$ cat config.mk
export PLATFORM = sky130hd
export DESIGN_NAME = loop_clock_control
export DESIGN_NICKNAME = d
export VERILOG_FILES = /design/src/logic/loop_clock_pkg.sv /design/src/logic/base_clock_switch.sv /design/src/logic/loop_clock_control.sv
export SDC_FILE = /design/constraint.sdc
export NUM_CORES = 1
export LEC_CHECK = 0
export ABC_AREA = 1
export BUFFER_PORTS_ARGS = -buffer_cell sky130_fd_sc_hd__buf_2
export CORE_ASPECT_RATIO = 0.6
export CORE_MARGIN = 10
export CORE_UTILIZATION = 32
export DETAILED_ROUTE_END_ITERATION = 16
export GPL_TIMING_DRIVEN = 0
export HOLD_SLACK_MARGIN = 0.15
export PLACE_DENSITY_LB_ADDON = 0.05
export SYNTH_ARGS = -nofsm -noshare
export SYNTH_HDL_FRONTEND = slang
export SYNTH_SLANG_ARGS = --single-unit
$ cat constraint.sdc
create_clock -name CLOCK -period 1.62 [get_ports CLOCK]
set_input_delay 0.162 -clock CLOCK [delete_from_list [all_inputs] [get_ports CLOCK]]
set_output_delay 0.162 -clock CLOCK [all_outputs]
set_load 0.01 [all_outputs]
$ cat src/logic/loop_clock_pkg.sv
/*
 * Shared constants for the loop clock control block: register offsets,
 * field positions, reset values and the source switch wait count.
 * Assumes a 32-bit APB slave with one aligned word per register.
 */
package loop_clock_pkg;
   // register byte offsets
   localparam logic [7:0] OFS_CONTROL = 8'h00;
   localparam logic [7:0] OFS_BANDWIDTH = 8'h04;
   localparam logic [7:0] OFS_PROGRAMMING = 8'h08;

   // control register fields
   localparam int CTL_IRQ_EN = 7;
   localparam int CTL_EVENT = 6;
   localparam int CTL_POWER = 5;
   localparam int CTL_SELECT = 4;
   localparam logic [3:0] CTL_LOW_ONES = 4'hF;

   // bandwidth register fields
   localparam int BW_AUTO = 7;
   localparam int BW_SETTLED = 6;
   localparam int BW_TRACK = 5;

   // programming register fields
   localparam int PRG_MULT_LSB = 4;
   localparam int PRG_RANGE_LSB = 0;

   // reset values
   localparam logic RST_IRQ_EN = 1'b0;
   localparam logic RST_POWER = 1'b1;
   localparam logic RST_SELECT = 1'b0;
   localparam logic RST_AUTO = 1'b0;
   localparam logic [3:0] RST_MULT = 4'h0;
   localparam logic [3:0] RST_RANGE = 4'h0;

   // multiplier handling
   localparam logic [3:0] MULT_ZERO = 4'h0;
   localparam logic [3:0] MULT_ONE = 4'h1;
   localparam logic [3:0] RANGE_OFF = 4'h0;

   // source clock edges to wait on each side of a switch
   localparam logic [1:0] SWITCH_WAIT = 2'h3;

   // switch states
   typedef enum logic [1:0] {SW_RUN, SW_DRAIN_OLD, SW_FILL_NEW} sw_state_t;
endpackage

$ cat src/logic/base_clock_switch.sv
/*
 * Glitch-free selector between the crystal and vco clocks, followed by
 * a divide by two. Both source clocks are sampled as pins on CLOCK,
 * which must run at more than twice the faster source.
 */
`timescale 1ns/1ps
module base_clock_switch
   import loop_clock_pkg::*;
(
   input wire logic clk,
   input wire logic rst,
   input wire logic sel_vco,
   input wire logic crystal_clock,
   input wire logic vco_clock,
   output logic base_clock_out,
   output logic busy
);
   logic [2:0] xs_r;
   logic [2:0] vs_r;
   logic x_rise;
   logic v_rise;
   logic cur_vco_r;
   logic cur_vco_nxt;
   logic [1:0] cnt_r;
   logic [1:0] cnt_nxt;
   logic out_r;
   logic out_nxt;
   sw_state_t state_r;
   sw_state_t state_nxt;
   logic old_rise;
   logic new_rise;

   ////////////////////////////////////////////////////////////////////
   // two-flop synchronisers; stage 0 feeds only stage 1
   always_ff @(posedge clk) begin
      if (rst) begin
         xs_r <= 3'h0;
         vs_r <= 3'h0;
      end else begin
         xs_r <= {xs_r[1:0], crystal_clock};
         vs_r <= {vs_r[1:0], vco_clock};
      end
   end

   // edges are taken from stages 1 and 2 only
   assign x_rise = xs_r[1] & ~xs_r[2];
   assign v_rise = vs_r[1] & ~vs_r[2];
   assign old_rise = cur_vco_r ? v_rise : x_rise;
   assign new_rise = cur_vco_r ? x_rise : v_rise;

   ////////////////////////////////////////////////////////////////////
   // transition control; output is frozen while edges are counted
   always_comb begin
      state_nxt = state_r;
      cnt_nxt = cnt_r;
      cur_vco_nxt = cur_vco_r;
      out_nxt = out_r;
      case (state_r)
         SW_RUN: begin
            if (sel_vco != cur_vco_r) begin
               state_nxt = SW_DRAIN_OLD;
               cnt_nxt = 2'h0;
            end else if (old_rise) begin
               out_nxt = ~out_r;
            end
         end
         SW_DRAIN_OLD: begin
            if (old_rise) begin
               cnt_nxt = cnt_r + 2'h1;
               if (cnt_r + 2'h1 == SWITCH_WAIT) begin
                  state_nxt = SW_FILL_NEW;
                  cnt_nxt = 2'h0;
               end
            end
         end
         SW_FILL_NEW: begin
            if (new_rise) begin
               cnt_nxt = cnt_r + 2'h1;
               if (cnt_r + 2'h1 == SWITCH_WAIT) begin
                  state_nxt = SW_RUN;
                  cur_vco_nxt = ~cur_vco_r;
                  cnt_nxt = 2'h0;
               end
            end
         end
         default: begin
            state_nxt = SW_RUN;
         end
      endcase
   end

   always_ff @(posedge clk) begin
      if (rst) begin
         state_r <= SW_RUN;
         cnt_r <= 2'h0;
         cur_vco_r <= 1'b0;
         out_r <= 1'b0;
      end else begin
         state_r <= state_nxt;
         cnt_r <= cnt_nxt;
         cur_vco_r <= cur_vco_nxt;
         out_r <= out_nxt;
      end
   end

   assign base_clock_out = out_r;
   assign busy = (state_r != SW_RUN);

   ////////////////////////////////////////////////////////////////////
   // checks
   a_out_static_switch: assert property (@(posedge clk) disable iff (rst)
      (state_r != SW_RUN) |=> $stable(out_r))
      else $error("base clock moved during a source switch");
   a_out_div_two: assert property (@(posedge clk) disable iff (rst)
      (state_r == SW_RUN && sel_vco == cur_vco_r && old_rise)
      |=> out_r != $past(out_r))
      else $error("base clock missed a source edge");
   c_switch_done: cover property (@(posedge clk) disable iff (rst)
      state_r == SW_FILL_NEW ##1 state_r == SW_RUN);
endmodule // base_clock_switch

$ cat src/logic/loop_clock_control.sv
/*
 * Loop bandwidth control, settle indication, multiplier fields and
 * base clock selection with power/select interlocks, behind APB.
 * Assumes tolerance comparator levels arrive asynchronously from the
 * analog loop, and the stop request is a pulse on CLOCK.
 */
// Functional notes
// - in automatic mode the detector moves filter between acquire and track
// - auto mode: track bit read-only, sets in track, clears out of untrack
// - auto mode: settled flag read-only, sets in lock, clears when unlocked
// - auto mode with event enable, each settled toggle raises interrupt
// - manual mode: track bit writable, 0 acquire, 1 track
// - manual mode hides settled indication and suppresses interrupts
// - upper nibble of programming register is feedback multiplier
// - lower nibble of programming register is range multiplier
// - feedback multiplier zero behaves as one
// - range zero disables loop and forces crystal source
// - source switch waits three edges of each clock, output held
// - switch output divided by two forms base clock
// - selecting vco ignored while loop power is off
// - clearing loop power ignored while vco is selected
// - one write cannot change both power and vco selection
// - event flag sets on settled toggle, control read clears it
// - manual mode: event flag and settled flag read zero
// - reset and stop clear source select back to crystal
// - reset sets loop power, but range resets to zero so loop stays disabled at power up
`timescale 1ns/1ps
module loop_clock_control
   import loop_clock_pkg::*;
(
   input wire logic CLOCK,
   input wire logic RESET,
   input wire logic PSEL,
   input wire logic PENABLE,
   input wire logic PWRITE,
   input wire logic [7:0] PADDR,
   input wire logic [31:0] PWDATA,
   output logic [31:0] PRDATA,
   output logic PREADY,
   output logic PSLVERR,
   input wire logic CRYSTAL_CLOCK,
   input wire logic VCO_CLOCK,
   input wire logic IN_TRACK_TOL,
   input wire logic OUT_UNTRACK_TOL,
   input wire logic IN_LOCK_TOL,
   input wire logic OUT_UNLOCK_TOL,
   input wire logic STOP_REQ,
   output logic LOOP_ENABLE,
   output logic FILTER_TRACK,
   output logic [3:0] FEEDBACK_MULT,
   output logic [3:0] RANGE_MULT,
   output logic BASE_CLOCK_OUT,
   output logic SWITCH_BUSY,
   output logic CLOCK_UNIT_IRQ
);
   logic [3:0] tol_m_r;
   logic [3:0] tol_s_r;
   logic in_trk;
   logic out_unt;
   logic in_lck;
   logic out_unl;
   logic irq_en_r;
   logic irq_en_nxt;
   logic event_r;
   logic event_nxt;
   logic power_r;
   logic power_nxt;
   logic select_r;
   logic select_nxt;
   logic auto_r;
   logic auto_nxt;
   logic track_r;
   logic track_nxt;
   logic settled_r;
   logic settled_nxt;
   logic [3:0] mult_r;
   logic [3:0] mult_nxt;
   logic [3:0] range_r;
   logic [3:0] range_nxt;
   logic [31:0] rdata_r;
   logic [31:0] rdata_nxt;
   logic setup;
   logic access;
   logic wr;
   logic rd_ctl;
   logic hit;
   logic [7:0] ctl_rd;
   logic [7:0] bw_rd;
   logic w_power;
   logic w_select;

   ////////////////////////////////////////////////////////////////////
   // tolerance levels come from the analog side: two flops each
   always_ff @(posedge CLOCK) begin
      if (RESET) begin
         tol_m_r <= 4'h0;
         tol_s_r <= 4'h0;
      end else begin
         tol_m_r <= {IN_TRACK_TOL, OUT_UNTRACK_TOL, IN_LOCK_TOL,
                     OUT_UNLOCK_TOL};
         tol_s_r <= tol_m_r;
      end
   end

   assign in_trk = tol_s_r[3];
   assign out_unt = tol_s_r[2];
   assign in_lck = tol_s_r[1];
   assign out_unl = tol_s_r[0];

   ////////////////////////////////////////////////////////////////////
   // apb decode; zero wait states, pready always high
   assign setup = PSEL & ~PENABLE;
   assign access = PSEL & PENABLE;
   assign wr = access & PWRITE;
   assign hit = (PADDR == OFS_CONTROL) || (PADDR == OFS_BANDWIDTH) ||
                (PADDR == OFS_PROGRAMMING);
   // clear only an event that the reader actually saw, so an event that
   // lands between setup and access is kept for the next read
   assign rd_ctl = access & ~PWRITE & (PADDR == OFS_CONTROL) &
                   rdata_r[CTL_EVENT];
   assign w_power = PWDATA[CTL_POWER];
   assign w_select = PWDATA[CTL_SELECT];

   // read views; enable and flags read zero in manual mode
   always_comb begin
      ctl_rd = {irq_en_r & auto_r, event_r & auto_r, power_r, select_r,
                CTL_LOW_ONES};
      bw_rd = 8'h00;
      bw_rd[BW_AUTO] = auto_r;
      bw_rd[BW_SETTLED] = settled_r & auto_r;
      bw_rd[BW_TRACK] = track_r;
   end

   ////////////////////////////////////////////////////////////////////
   // control, bandwidth mode and programming register next state
   always_comb begin
      irq_en_nxt = irq_en_r;
      power_nxt = power_r;
      select_nxt = select_r;
      auto_nxt = auto_r;
      mult_nxt = mult_r;
      range_nxt = range_r;
      if (wr && PADDR == OFS_CONTROL) begin
         if (auto_r) begin
            irq_en_nxt = PWDATA[CTL_IRQ_EN];
         end
         if (!select_r) begin
            power_nxt = w_power;
         end
         if (w_power == power_r && power_r) begin
            select_nxt = w_select;
         end else if (w_power == power_r && !w_select) begin
            select_nxt = 1'b0;
         end
      end
      if (wr && PADDR == OFS_BANDWIDTH) begin
         auto_nxt = PWDATA[BW_AUTO];
      end
      // programming word is frozen while the loop is powered
      if (wr && PADDR == OFS_PROGRAMMING && !power_r) begin
         mult_nxt = PWDATA[PRG_MULT_LSB +: 4];
         range_nxt = PWDATA[PRG_RANGE_LSB +: 4];
      end
      if (range_r == RANGE_OFF || STOP_REQ) begin
         select_nxt = 1'b0;
      end
      if (!auto_nxt) begin
         irq_en_nxt = 1'b0;
      end
   end

   ////////////////////////////////////////////////////////////////////
   // filter mode, settle indication and event flag
   always_comb begin
      track_nxt = track_r;
      settled_nxt = settled_r;
      event_nxt = event_r;
      if (auto_r) begin
         if (in_trk) begin
            track_nxt = 1'b1;
         end else if (out_unt) begin
            track_nxt = 1'b0;
         end
         if (in_lck) begin
            settled_nxt = 1'b1;
         end else if (out_unl) begin
            settled_nxt = 1'b0;
         end
      end else begin
         settled_nxt = 1'b0;
         if (wr && PADDR == OFS_BANDWIDTH) begin
            track_nxt = PWDATA[BW_TRACK];
         end
      end
      // set wins over a clearing read in the same cycle
      if (!auto_r) begin
         event_nxt = 1'b0;
      end else if (settled_nxt != settled_r) begin
         event_nxt = 1'b1;
      end else if (rd_ctl) begin
         event_nxt = 1'b0;
      end
   end

   ////////////////////////////////////////////////////////////////////
   // read data captured in setup so it is stable for the access phase
   always_comb begin
      rdata_nxt = rdata_r;
      if (setup && !PWRITE) begin
         rdata_nxt = 32'h0000_0000;
         case (PADDR)
            OFS_CONTROL: rdata_nxt[7:0] = ctl_rd;
            OFS_BANDWIDTH: rdata_nxt[7:0] = bw_rd;
            OFS_PROGRAMMING: rdata_nxt[7:0] = {mult_r, range_r};
            default: rdata_nxt = 32'h0000_0000;
         endcase
      end
   end

   ////////////////////////////////////////////////////////////////////
   // state registers
   always_ff @(posedge CLOCK) begin
      if (RESET) begin
         irq_en_r <= RST_IRQ_EN;
         event_r <= 1'b0;
         power_r <= RST_POWER;
         select_r <= RST_SELECT;
         auto_r <= RST_AUTO;
         track_r <= 1'b0;
         settled_r <= 1'b0;
         mult_r <= RST_MULT;
         range_r <= RST_RANGE;
         rdata_r <= 32'h0000_0000;
      end else begin
         irq_en_r <= irq_en_nxt;
         event_r <= event_nxt;
         power_r <= power_nxt;
         select_r <= select_nxt;
         auto_r <= auto_nxt;
         track_r <= track_nxt;
         settled_r <= settled_nxt;
         mult_r <= mult_nxt;
         range_r <= range_nxt;
         rdata_r <= rdata_nxt;
      end
   end

   ////////////////////////////////////////////////////////////////////
   // outputs
   assign PRDATA = rdata_r;
   assign PREADY = 1'b1;
   assign PSLVERR = access & ~hit;
   assign LOOP_ENABLE = power_r & (range_r != RANGE_OFF);
   assign FILTER_TRACK = track_r;
   assign FEEDBACK_MULT = (mult_r == MULT_ZERO) ? MULT_ONE : mult_r;
   assign RANGE_MULT = range_r;
   assign CLOCK_UNIT_IRQ = auto_r & irq_en_r & event_r;

   // the switch only ever sees a select the interlocks have allowed
   base_clock_switch i_base_clock_switch (
      .clk(CLOCK),
      .rst(RESET),
      .sel_vco(select_r),
      .crystal_clock(CRYSTAL_CLOCK),
      .vco_clock(VCO_CLOCK),
      .base_clock_out(BASE_CLOCK_OUT),
      .busy(SWITCH_BUSY)
   );

   ////////////////////////////////////////////////////////////////////
   // checks
   a_select_needs_power: assert property (@(posedge CLOCK)
      disable iff (RESET) select_r |-> power_r)
      else $error("vco selected with loop off");
   a_power_held_sel: assert property (@(posedge CLOCK) disable iff (RESET)
      (select_r && wr && PADDR == OFS_CONTROL && !w_power) |=> power_r)
      else $error("loop power cleared while vco selected");
   a_one_change_write: assert property (@(posedge CLOCK)
      disable iff (RESET)
      ##1 !($changed(power_r) && $changed(select_r)))
      else $error("power and select changed together");
   a_range_zero_xtal: assert property (@(posedge CLOCK)
      disable iff (RESET) (range_r == RANGE_OFF) |=> !select_r)
      else $error("vco selected with range zero");
   a_mult_zero_one: assert property (@(posedge CLOCK) disable iff (RESET)
      (mult_r == MULT_ZERO) |-> (FEEDBACK_MULT == MULT_ONE))
      else $error("zero multiplier not taken as one");
   a_manual_quiet: assert property (@(posedge CLOCK) disable iff (RESET)
      !auto_r |=> !CLOCK_UNIT_IRQ && !bw_rd[BW_SETTLED])
      else $error("manual mode shows settle or interrupt");
   a_toggle_sets_event: assert property (@(posedge CLOCK)
      disable iff (RESET)
      ($past(auto_r) && $changed(settled_r)) |-> event_r)
      else $error("settled toggle did not set event");
   // follows a settle toggle through the event flag to the request line
   a_event_irq: assert property (@(posedge CLOCK) disable iff (RESET)
      ($past(auto_r) && auto_r && irq_en_r && $changed(settled_r))
      |-> CLOCK_UNIT_IRQ)
      else $error("enabled event gave no interrupt");
   a_stop_clears_sel: assert property (@(posedge CLOCK)
      disable iff (RESET) STOP_REQ |=> !select_r)
      else $error("stop left vco selected");
   a_track_auto_set: assert property (@(posedge CLOCK)
      disable iff (RESET) (auto_r && in_trk) |=> track_r)
      else $error("track bit not set inside tolerance");
   c_vco_selected: cover property (@(posedge CLOCK) disable iff (RESET)
      !select_r ##1 select_r);
   c_irq_raised: cover property (@(posedge CLOCK) disable iff (RESET)
      !CLOCK_UNIT_IRQ ##1 CLOCK_UNIT_IRQ);
   c_event_read: cover property (@(posedge CLOCK) disable iff (RESET)
      rd_ctl ##1 !event_r);
endmodule // loop_clock_control

==> results of run 1 <==
## synthesized netlist by cell type
cell,number
nand4_1,2
nor3b_4,1
xor2_1,1
nor2_2,4
inv_1,42
ha_1,5
o21ai_1,9
nor3_1,3
dfxtp_1,43
xnor2_1,2
buf_2,1
nand3_1,13
nor2_1,53
buf_4,25
nand2_2,1
conb_1,2
nand2_1,53
o21ai_0,17
clkbuf_1,6
a21oi_1,15
clkinv_2,1
nand3_4,1
o31ai_1,1
o211ai_1,1
## critical path, delay by kind of cell, from the launching register on
kind,cells,cell delay (ns)
compound gates,2,0.46
flops,1,0.35
fa+ha+maj,1,0.22
simple gates,3,0.22
buf+inv,1,0.09
## cell families after synthesis
group,Yosys count
other,2
buffers and inverters,75
AND/OR/NAND/NOR,131
adder cells (fa/ha/maj),5
AO/OA/AOI/OAI,43
flip-flops,43
XOR/XNOR,3
## metal layers
layer | vias up | share of wire (%) | global-route usage [%]
met5 | - | 0 | 0
met4 | 0 | 0 | 1.55
met3 | 0 | 5.6 | 3.74
met2 | 47 | 38 | 15.5
met1 | 795 | 56 | 15.3
li1 | 1058 | - | -
## what timing repair did
action | 4_1_cts | 5_1_grt
resized for setup | 0 | 3
hold buffers | 13 | 0
setup endpoints to repair | 0 | 4
hold endpoints to repair | 13 | 0
## area by class of cell
type | instances | share of cell area [%]
well taps | 84 | 3.75
plain buffers | 32 | 7.68
clock inverters | 2 | 1.38
multi-input cells | 207 | 34.5
clock buffers | 6 | 2.95
inverters | 43 | 5.80
repair buffers | 61 | 13.2
flip-flops and latches | 43 | 30.7
## worst max path at each step
stage | from | to | slack, ns
floorplan | i_base_clock_switch.state_r[0] | i_base_clock_switch.cnt_r[0] | 0.34
global placement | i_base_clock_switch.state_r[0] | i_base_clock_switch.cnt_r[0] | 0.11
detailed placement | i_base_clock_switch.state_r[0] | i_base_clock_switch.cnt_r[0] | 0.14
CTS | i_base_clock_switch.state_r[0] | i_base_clock_switch.cnt_r[0] | 0.11
global route | i_base_clock_switch.state_r[0] | i_base_clock_switch.cnt_r[0] | 0.03
finish | i_base_clock_switch.state_r[0] | i_base_clock_switch.state_r[1] | 0.18
## registers in the layout (all words and copies together), names as in the netlist
register and cells:
auto_r 1, settled_r 1, RANGE_MULT 4, mult_r 4
select_r 1, PRDATA 8, power_r 1, i_base_clock_switch.cnt_r 2
tol_s_r 4, i_base_clock_switch.vs_r 3, event_r 1, i_base_clock_switch.cur_vco_r 1
tol_m_r 4, i_base_clock_switch.state_r 2, i_base_clock_switch.xs_r 3, i_base_clock_switch.base_clock_out 1
irq_en_r 1, FILTER_TRACK 1
## power by group
| group | internal [W] | switching (W) |
|---|---|---|
| registers | 0.00107 | 0.00000484 |
| clock network | 0.000507 | 0.000385 |
| logic | 0.000105 | 0.000107 |
| total | 0.00169 | 0.000496 |
## through the flow
step | hold WS [ns] | util (%)
finish | 0.163 | 44.9
global route | 0.175 | 44.9
CTS | 0.166 | 44.8
detailed placement | 0.367 | 40.7
global placement | 0.360 | 40.7
floorplan | 0.269 | -
==> key figures, run 1 <==
Status
  – Run status: finished clean

Power and ir drop
  – Overall power: 0.00218 W
  – Leakage power: 1.41 nW
  – Power density cells: between 700 and 800 nW/um^2
  – Largest vdd supply drop: 0.000372 V

Routing
  – Detailed Routing Iterations Pass 1: 4
  – Final routed DRC violation total: 0
  – Via count of the routed design: between 1500 and 2000
  – Vias per Instance: 3.97
  – Count of antenna-violating nets left after detailed routing: 0
  – Total Wirelength: between 5000 and 6000 um
  – First-iteration detailed-routing DRC count: 100
  – Average detailed-routed wire length per instance: roughly 12 um

Worst setup path
  – Data arrival time of the critical path: 1.64 ns
  – Crit path max fanout: 4
  – Most frequent CP cell: nor2_1
  – Type of the worst setup path: reg -> reg
  – Data required, critical path: 1.82 ns
  – Logic depth of the worst register-to-register path: 7
  – List of cells traversed by the critical path: inv_1 -> ha_1 -> nor2_1 -> o21ai_0 -> nor2_1 -> o21ai_0 -> nor2_1
  – Startpoint type of the worst setup path: register
  – Capture instance of the worst register-to-register path: i_base_clock_switch.state_r[1]
  – Category of the worst setup path capture point: register
  – Worst reg2reg startpoint: i_base_clock_switch.state_r[0]
  – Register-to-Register Setup Slack: ~0.18 ns
  – Critical path's slowest cell: dfxtp_1
  – Critical Path Max Stage Delay: 0.35 ns

Synthesis
  – Basic-gate share of the synthesized area counting and, or, nand and nor cells: roughly a quarter
  – Fraction of synthesized area in multiplexers: 0%
  – Yosys Warn Count: 0
  – Synthesized area divided by synthesized cell count: between 6 and 7 sq um
  – Post-Syn Area: about 2100 sq um
  – Largest family of logic cells by synthesized area: simple AND/OR/NAND/NOR gates
  – Cell count after synthesis: approximately 300
  – Area share of the leading cell type in the synthesized netlist: 40.7%
  – Parity-gate share of the synthesized area counting xor and xnor cells: 1.24%
  – Yosys top cell by area: dfxtp_1
  – Yosys cell types: 24
  – Synthesized flop and latch total: 43
  – Fraction of the mapped netlist area in adder cells: just under 3%
  – Compound-Gate Fraction of Synth Area: 10.4%
  – Part of the Yosys area used for sequential elements: 40.7%
  – Cell types with the largest area share after synthesis: dfxtp_1 41%, nand2_1 9.4%, nor2_1 9.4%

Min path
  – Startpoint of the worst hold path: PWDATA[5]
  – Hold path endpoint: mult_r[1]
  – Min-Delay Path Class: in -> reg
  – Hold path depth: 3

Timing
  – Hold Violations, Final: 0
  – Setup TNS: 0 ns
  – Ratio of final minimum period to clock period: roughly nine tenths
  – Total count of max-transition violations in the final report: 0
  – Clock tree skew after final layout: between 0.008 and 0.009 ns
  – Setup repair after global routing missed its margin: false
  – Final setup violation count: 0
  – Crit path time final: roughly 1.4 ns
  – Setup ws final: 0.179 ns
  – Max Clk Rate: 694 MHz

CTS
  – Buffers inserted by post-CTS timing repair: 0
  – Longest Clk Path Bufs: 2
  – Total clock buffers created by CTS: 5
  – Clock tree from TritonCTS: yes
  – Clock latency of the later-clocked register in the worst-skew pair: 0.30 ns
  – Clock Pin Slew Worst Setup and Hold Paths: 0.09 ns
  – Clock tree sinks: 43
  – Root buf cell: clkbuf_8
  – Total number of H-tree levels: 2

Floorplan
  – Area of the core region: between 6000 and 7000 sq um
  – Number of placed I/O pins: 99
  – Horizontal die dimension: roughly 120 um
  – Starting Density: 33.8%
  – Row count: 22
  – Die extent in y: 82.9 um
  – Area enclosed by the die boundary: just over 10000 sq um

GRT
  – Pin count of the biggest net entering global routing: 15
  – Global route total overflow: 0
  – Gr usage total: 10.8%
  – Via count of the first global-routing pass: 1870
  – Global-route wire length before repair: 9460 um
  – Number of antenna violations at the first check in global routing: 0

Cells and area
  – Filler cell count in the final layout: 663
  – Post-route cell area: 2800 sq um
  – Area delta synth->final: 32.7%
  – Combined area of the multi-input logic cells: 968 sq um
  – Layout net count: 450
  – Fraction of final layout cells sized beyond drive strength 1: 23.1%
  – Most frequent cells in the layout: 53 x nand2_1, 52 x nor2_1, 49 x buf_2, 43 x dfxtp_1, 42 x inv_1
  – Antenna diodes: 0
  – Filler-free cell count of the finished design: 478
  – FF/Latch Area: 861 sq um
  – Commonest non-fill, non-tap cell in the layout: nand2_1

Flow run
  – Number of violations of the max-capacitance limit: 0

Placement
  – Placed Instances: 457
  – Placed wire-length estimate: approximately 4500 um
  – Placement-stage cell area: 2540 sq um
  – Worst slack, placed: between 0.1 and 0.15 ns
  – Port Buf Inserts: between 40 and 50
  – Routability congestion estimate from global placement: 0.775
No activity file was read; power rests on OpenSTA's default activity.
==> inputs of run 2 (changes only) <==
--- a/config.mk
+++ b/config.mk
@@ -13,7 +13,7 @@
 export DETAILED_ROUTE_END_ITERATION = 16
 export GPL_TIMING_DRIVEN = 0
 export HOLD_SLACK_MARGIN = 0.15
-export PLACE_DENSITY_LB_ADDON = 0.05
+export PLACE_DENSITY = 0.65
 export SYNTH_ARGS = -nofsm -noshare
 export SYNTH_HDL_FRONTEND = slang
 export SYNTH_SLANG_ARGS = --single-unit
==> key figures, run 2 (synthesis results as in run 1) <==
Power and ir drop
  – Gate power share: 10.8% (was 9.7%)
  – Net load switching power: 0.000465 W (was 0.000496 W)
  – Total internal power: 0.00151 W (was 0.00169 W)
  – Switching fraction of total power: 23.5% (was 22.7%)
  – Clock Power Share: 34.7% (was 40.9%)
  – Sequential Power Share: 54.5% (was 49.4%)
  – Leakage power: 1.40 nW (was 1.41 nW)
  – Largest vdd supply drop: 0.000307 V (was 0.000372 V)
  – Power density cells: 713 nW/um^2 (was 778 nW/um^2)

Worst setup path
  – Data arrival time of the critical path: 1.63 ns (was 1.64 ns)
  – Startpoint type of the worst setup path: register (unchanged)
  – Critical path's slowest cell: dfxtp_1 (unchanged)
  – Critical Path Max Stage Delay: 0.38 ns (was 0.35 ns)
  – Buffering stage count on the worst path with inverters included: 1 (unchanged)
  – Category of the worst setup path capture point: register (unchanged)
  – Register-to-Register Setup Slack: 0.19 ns (was 0.18 ns)
  – List of cells traversed by the critical path: inv_1 -> ha_1 -> nand3_1 -> nand2_1 -> nor2_2 -> o21ai_0 -> nand2_1 -> nor2_1 (was inv_1 -> ha_1 -> nor2_1 -> o21ai_0 -> nor2_1 -> o21ai_0 -> nor2_1)
  – Type of the worst setup path: reg -> reg (unchanged)
  – Crit path max fanout: 4 (unchanged)
  – Capture instance of the worst register-to-register path: i_base_clock_switch.cnt_r[0] (was i_base_clock_switch.state_r[1])
  – Worst reg2reg startpoint: i_base_clock_switch.state_r[0] (unchanged)
  – Crit-path leading delay family: simple AND/OR/NAND/NOR gates (was compound AO/OA/AOI/OAI gates)
  – Most frequent CP cell: nand2_1 (was nor2_1)
  – Logic depth of the worst register-to-register path: 8 (was 7)
  – Data required, critical path: 1.81 ns (was 1.82 ns)

Cells and area
  – Layout net count: 451 (was 450)
  – Flip-flop count of the largest register, all copies and words added: 8 (unchanged)
  – Commonest non-fill, non-tap cell in the layout: nand2_1 (unchanged)
  – Area delta synth->final: 31.3% (was 32.7%)
  – Final cell utilization of the core: 44.4% (was 44.9%)
  – Fraction of final layout cells sized beyond drive strength 1: 22.8% (was 23.1%)
  – Most frequent cells in the layout: 53 x nand2_1, 52 x nor2_1, 49 x buf_2, 43 x dfxtp_1, 42 x inv_1 (unchanged)
  – Filler-free cell count of the finished design: 478 (unchanged)
  – Antenna diodes: 0 (unchanged)

Floorplan
  – Die extent in y: 82.9 um (unchanged)
  – Area of the core region: 6250 sq um (unchanged)
  – Starting Density: 33.8% (unchanged)
  – Horizontal die dimension: 125 um (unchanged)
  – Area enclosed by the die boundary: 10400 sq um (unchanged)
  – Row count: 22 (unchanged)
  – Number of placed I/O pins: 99 (unchanged)

Routing
  – Average detailed-routed wire length per instance: 11.5 um (was 11.7 um)
  – First-iteration detailed-routing DRC count: 75 (was 100)
  – Via count of the routed design: 1967 (was 1900)
  – Total Wirelength: 5480 um (was 5590 um)
  – Detailed Routing Iterations Pass 1: 4 (unchanged)
  – Count of antenna-violating nets left after detailed routing: 0 (unchanged)
  – Final routed DRC violation total: 0 (unchanged)
  – Vias per Instance: 4.12 (was 3.97)

Timing
  – Clock tree skew after final layout: 0.00458 ns (was 0.00842 ns)
  – Worst hold-check slack: 0.161 ns (was 0.163 ns)
  – Crit path time final: 1.43 ns (was 1.44 ns)
  – Hold Violations, Final: 0 (unchanged)
  – Setup repair after global routing missed its margin: false (unchanged)
  – Final setup violation count: 0 (unchanged)
  – Setup TNS: 0 ns (unchanged)
  – Ratio of final minimum period to clock period: 88.5% (was 89.0%)
  – Max Clk Rate: 697 MHz (was 694 MHz)
  – Total count of max-transition violations in the final report: 0 (unchanged)

CTS
  – Root buf cell: clkbuf_8 (unchanged)
  – Longest Clk Path Bufs: 2 (unchanged)
  – Total number of H-tree levels: 2 (unchanged)
  – Clock Pin Slew Worst Setup and Hold Paths: 0.08 ns (was 0.09 ns)
  – Total clock buffers created by CTS: 5 (unchanged)
  – Clock tree sinks: 43 (unchanged)
  – Clock tree from TritonCTS: yes (unchanged)
  – Clock latency of the later-clocked register in the worst-skew pair: 0.29 ns (was 0.30 ns)

GRT
  – Pin count of the biggest net entering global routing: 13 (was 15)
  – Global routing met2 resource utilization: 16.5% (was 15.5%)
  – Met3 routing resource usage after global routing: 3.55% (was 3.74%)
  – Number of antenna violations at the first check in global routing: 0 (unchanged)
  – Global route total overflow: 0 (unchanged)
  – Grt peak-use layer: met2 (unchanged)
  – Gr usage total: 10.4% (was 10.8%)
  – Via count of the first global-routing pass: 1977 (was 1870)
  – Global-route met1 utilization: 13.2% (was 15.3%)
  – Global-route wire length before repair: 9190 um (was 9460 um)

Min path
  – Startpoint of the worst hold path: PWDATA[5] (unchanged)
  – Hold path endpoint: mult_r[1] (unchanged)
  – Hold path depth: 3 (unchanged)
  – Min-Delay Path Class: in -> reg (unchanged)

Status
  – Run status: finished clean (unchanged)

Flow run
  – Number of violations of the max-capacitance limit: 0 (unchanged)

Placement
  – Placed wire-length estimate: 4470 um (was 4510 um)
  – Routability congestion estimate from global placement: 0.819 (was 0.775)
  – Placed Instances: 457 (unchanged)
  – Port Buf Inserts: 48 (unchanged)
[run 2: power groups by stage]
stage,Sequential (W),Clock [W],Combinational (W)
detailed placement,0.00110,0,0.000183
CTS,0.00108,0.000716,0.000211
global route,0.00108,0.000765,0.000242
global placement,0.00110,0,0.000182
floorplan,0.00110,0,0.000127
finish,0.00108,0.000686,0.000214
[run 2: worst register-to-register path, delay by kind of cell, from the launching register on]
kind | cells | cell delay (ns)
AND/OR/NAND/NOR | 5 | 0.54
adder cells (fa/ha/maj) | 1 | 0.24
AO/OA/AOI/OAI | 1 | 0.11
flip-flops | 1 | 0.38
buffers and inverters | 1 | 0.08
[run 2: worst max-delay path by stage]
| stage | start | endpoint | slack, ns | depth (start not counted) |
|---|---|---|---|---|
| 6_report | i_base_clock_switch.state_r[0] | i_base_clock_switch.cnt_r[0] | 0.19 | 8 |
| 5_1_grt | i_base_clock_switch.state_r[0] | i_base_clock_switch.cnt_r[0] | 0.06 | 8 |
| 4_1_cts | i_base_clock_switch.state_r[0] | i_base_clock_switch.cnt_r[0] | 0.12 | 8 |
| 3_5_place_dp | i_base_clock_switch.state_r[0] | i_base_clock_switch.cnt_r[0] | 0.14 | 8 |
| 3_3_place_gp | i_base_clock_switch.state_r[0] | i_base_clock_switch.cnt_r[0] | 0.22 | 8 |
| 2_1_floorplan | i_base_clock_switch.state_r[0] | i_base_clock_switch.cnt_r[0] | 0.34 | 8 |
[run 2: cell type report]
| type | count | area (sq um) |
|---|---|---|
| clock buffers | 6 | 82.6 |
| inverters | 43 | 163 |
| clock inverters | 1 | 5.00 |
| flip-flops and latches | 43 | 861 |
| well taps | 84 | 105 |
| multi-input cells | 207 | 963 |
| plain buffers | 32 | 215 |
| repair buffers | 62 | 380 |
| fillers | 652 | 3470 |
[run 2: metal layers]
layer,routed length [um],part of all wire [%],vias up
li1,-,-,1064
met4,25,0.46,0
met2,2390,44,49
met1,2700,49,851
met3,358,6.5,3
met5,0,0,-
[run 2: timing repair]
action                     in CTS  in global routing
resized for setup               0                  2
setup endpoints to repair       0                  2
hold endpoints to repair       14                  0
hold buffers                   14                  0
buffers inserted                0                  0
[run 2: stage by stage]
stage               area [sq um]  power (W)  worst slack, ns
global route                2780    0.00209           0.0579
detailed placement          2540    0.00129            0.140
floorplan                   2200    0.00123            0.344
global placement            2540    0.00128            0.220
finish                      2780    0.00198            0.186
CTS                         2770    0.00200            0.124
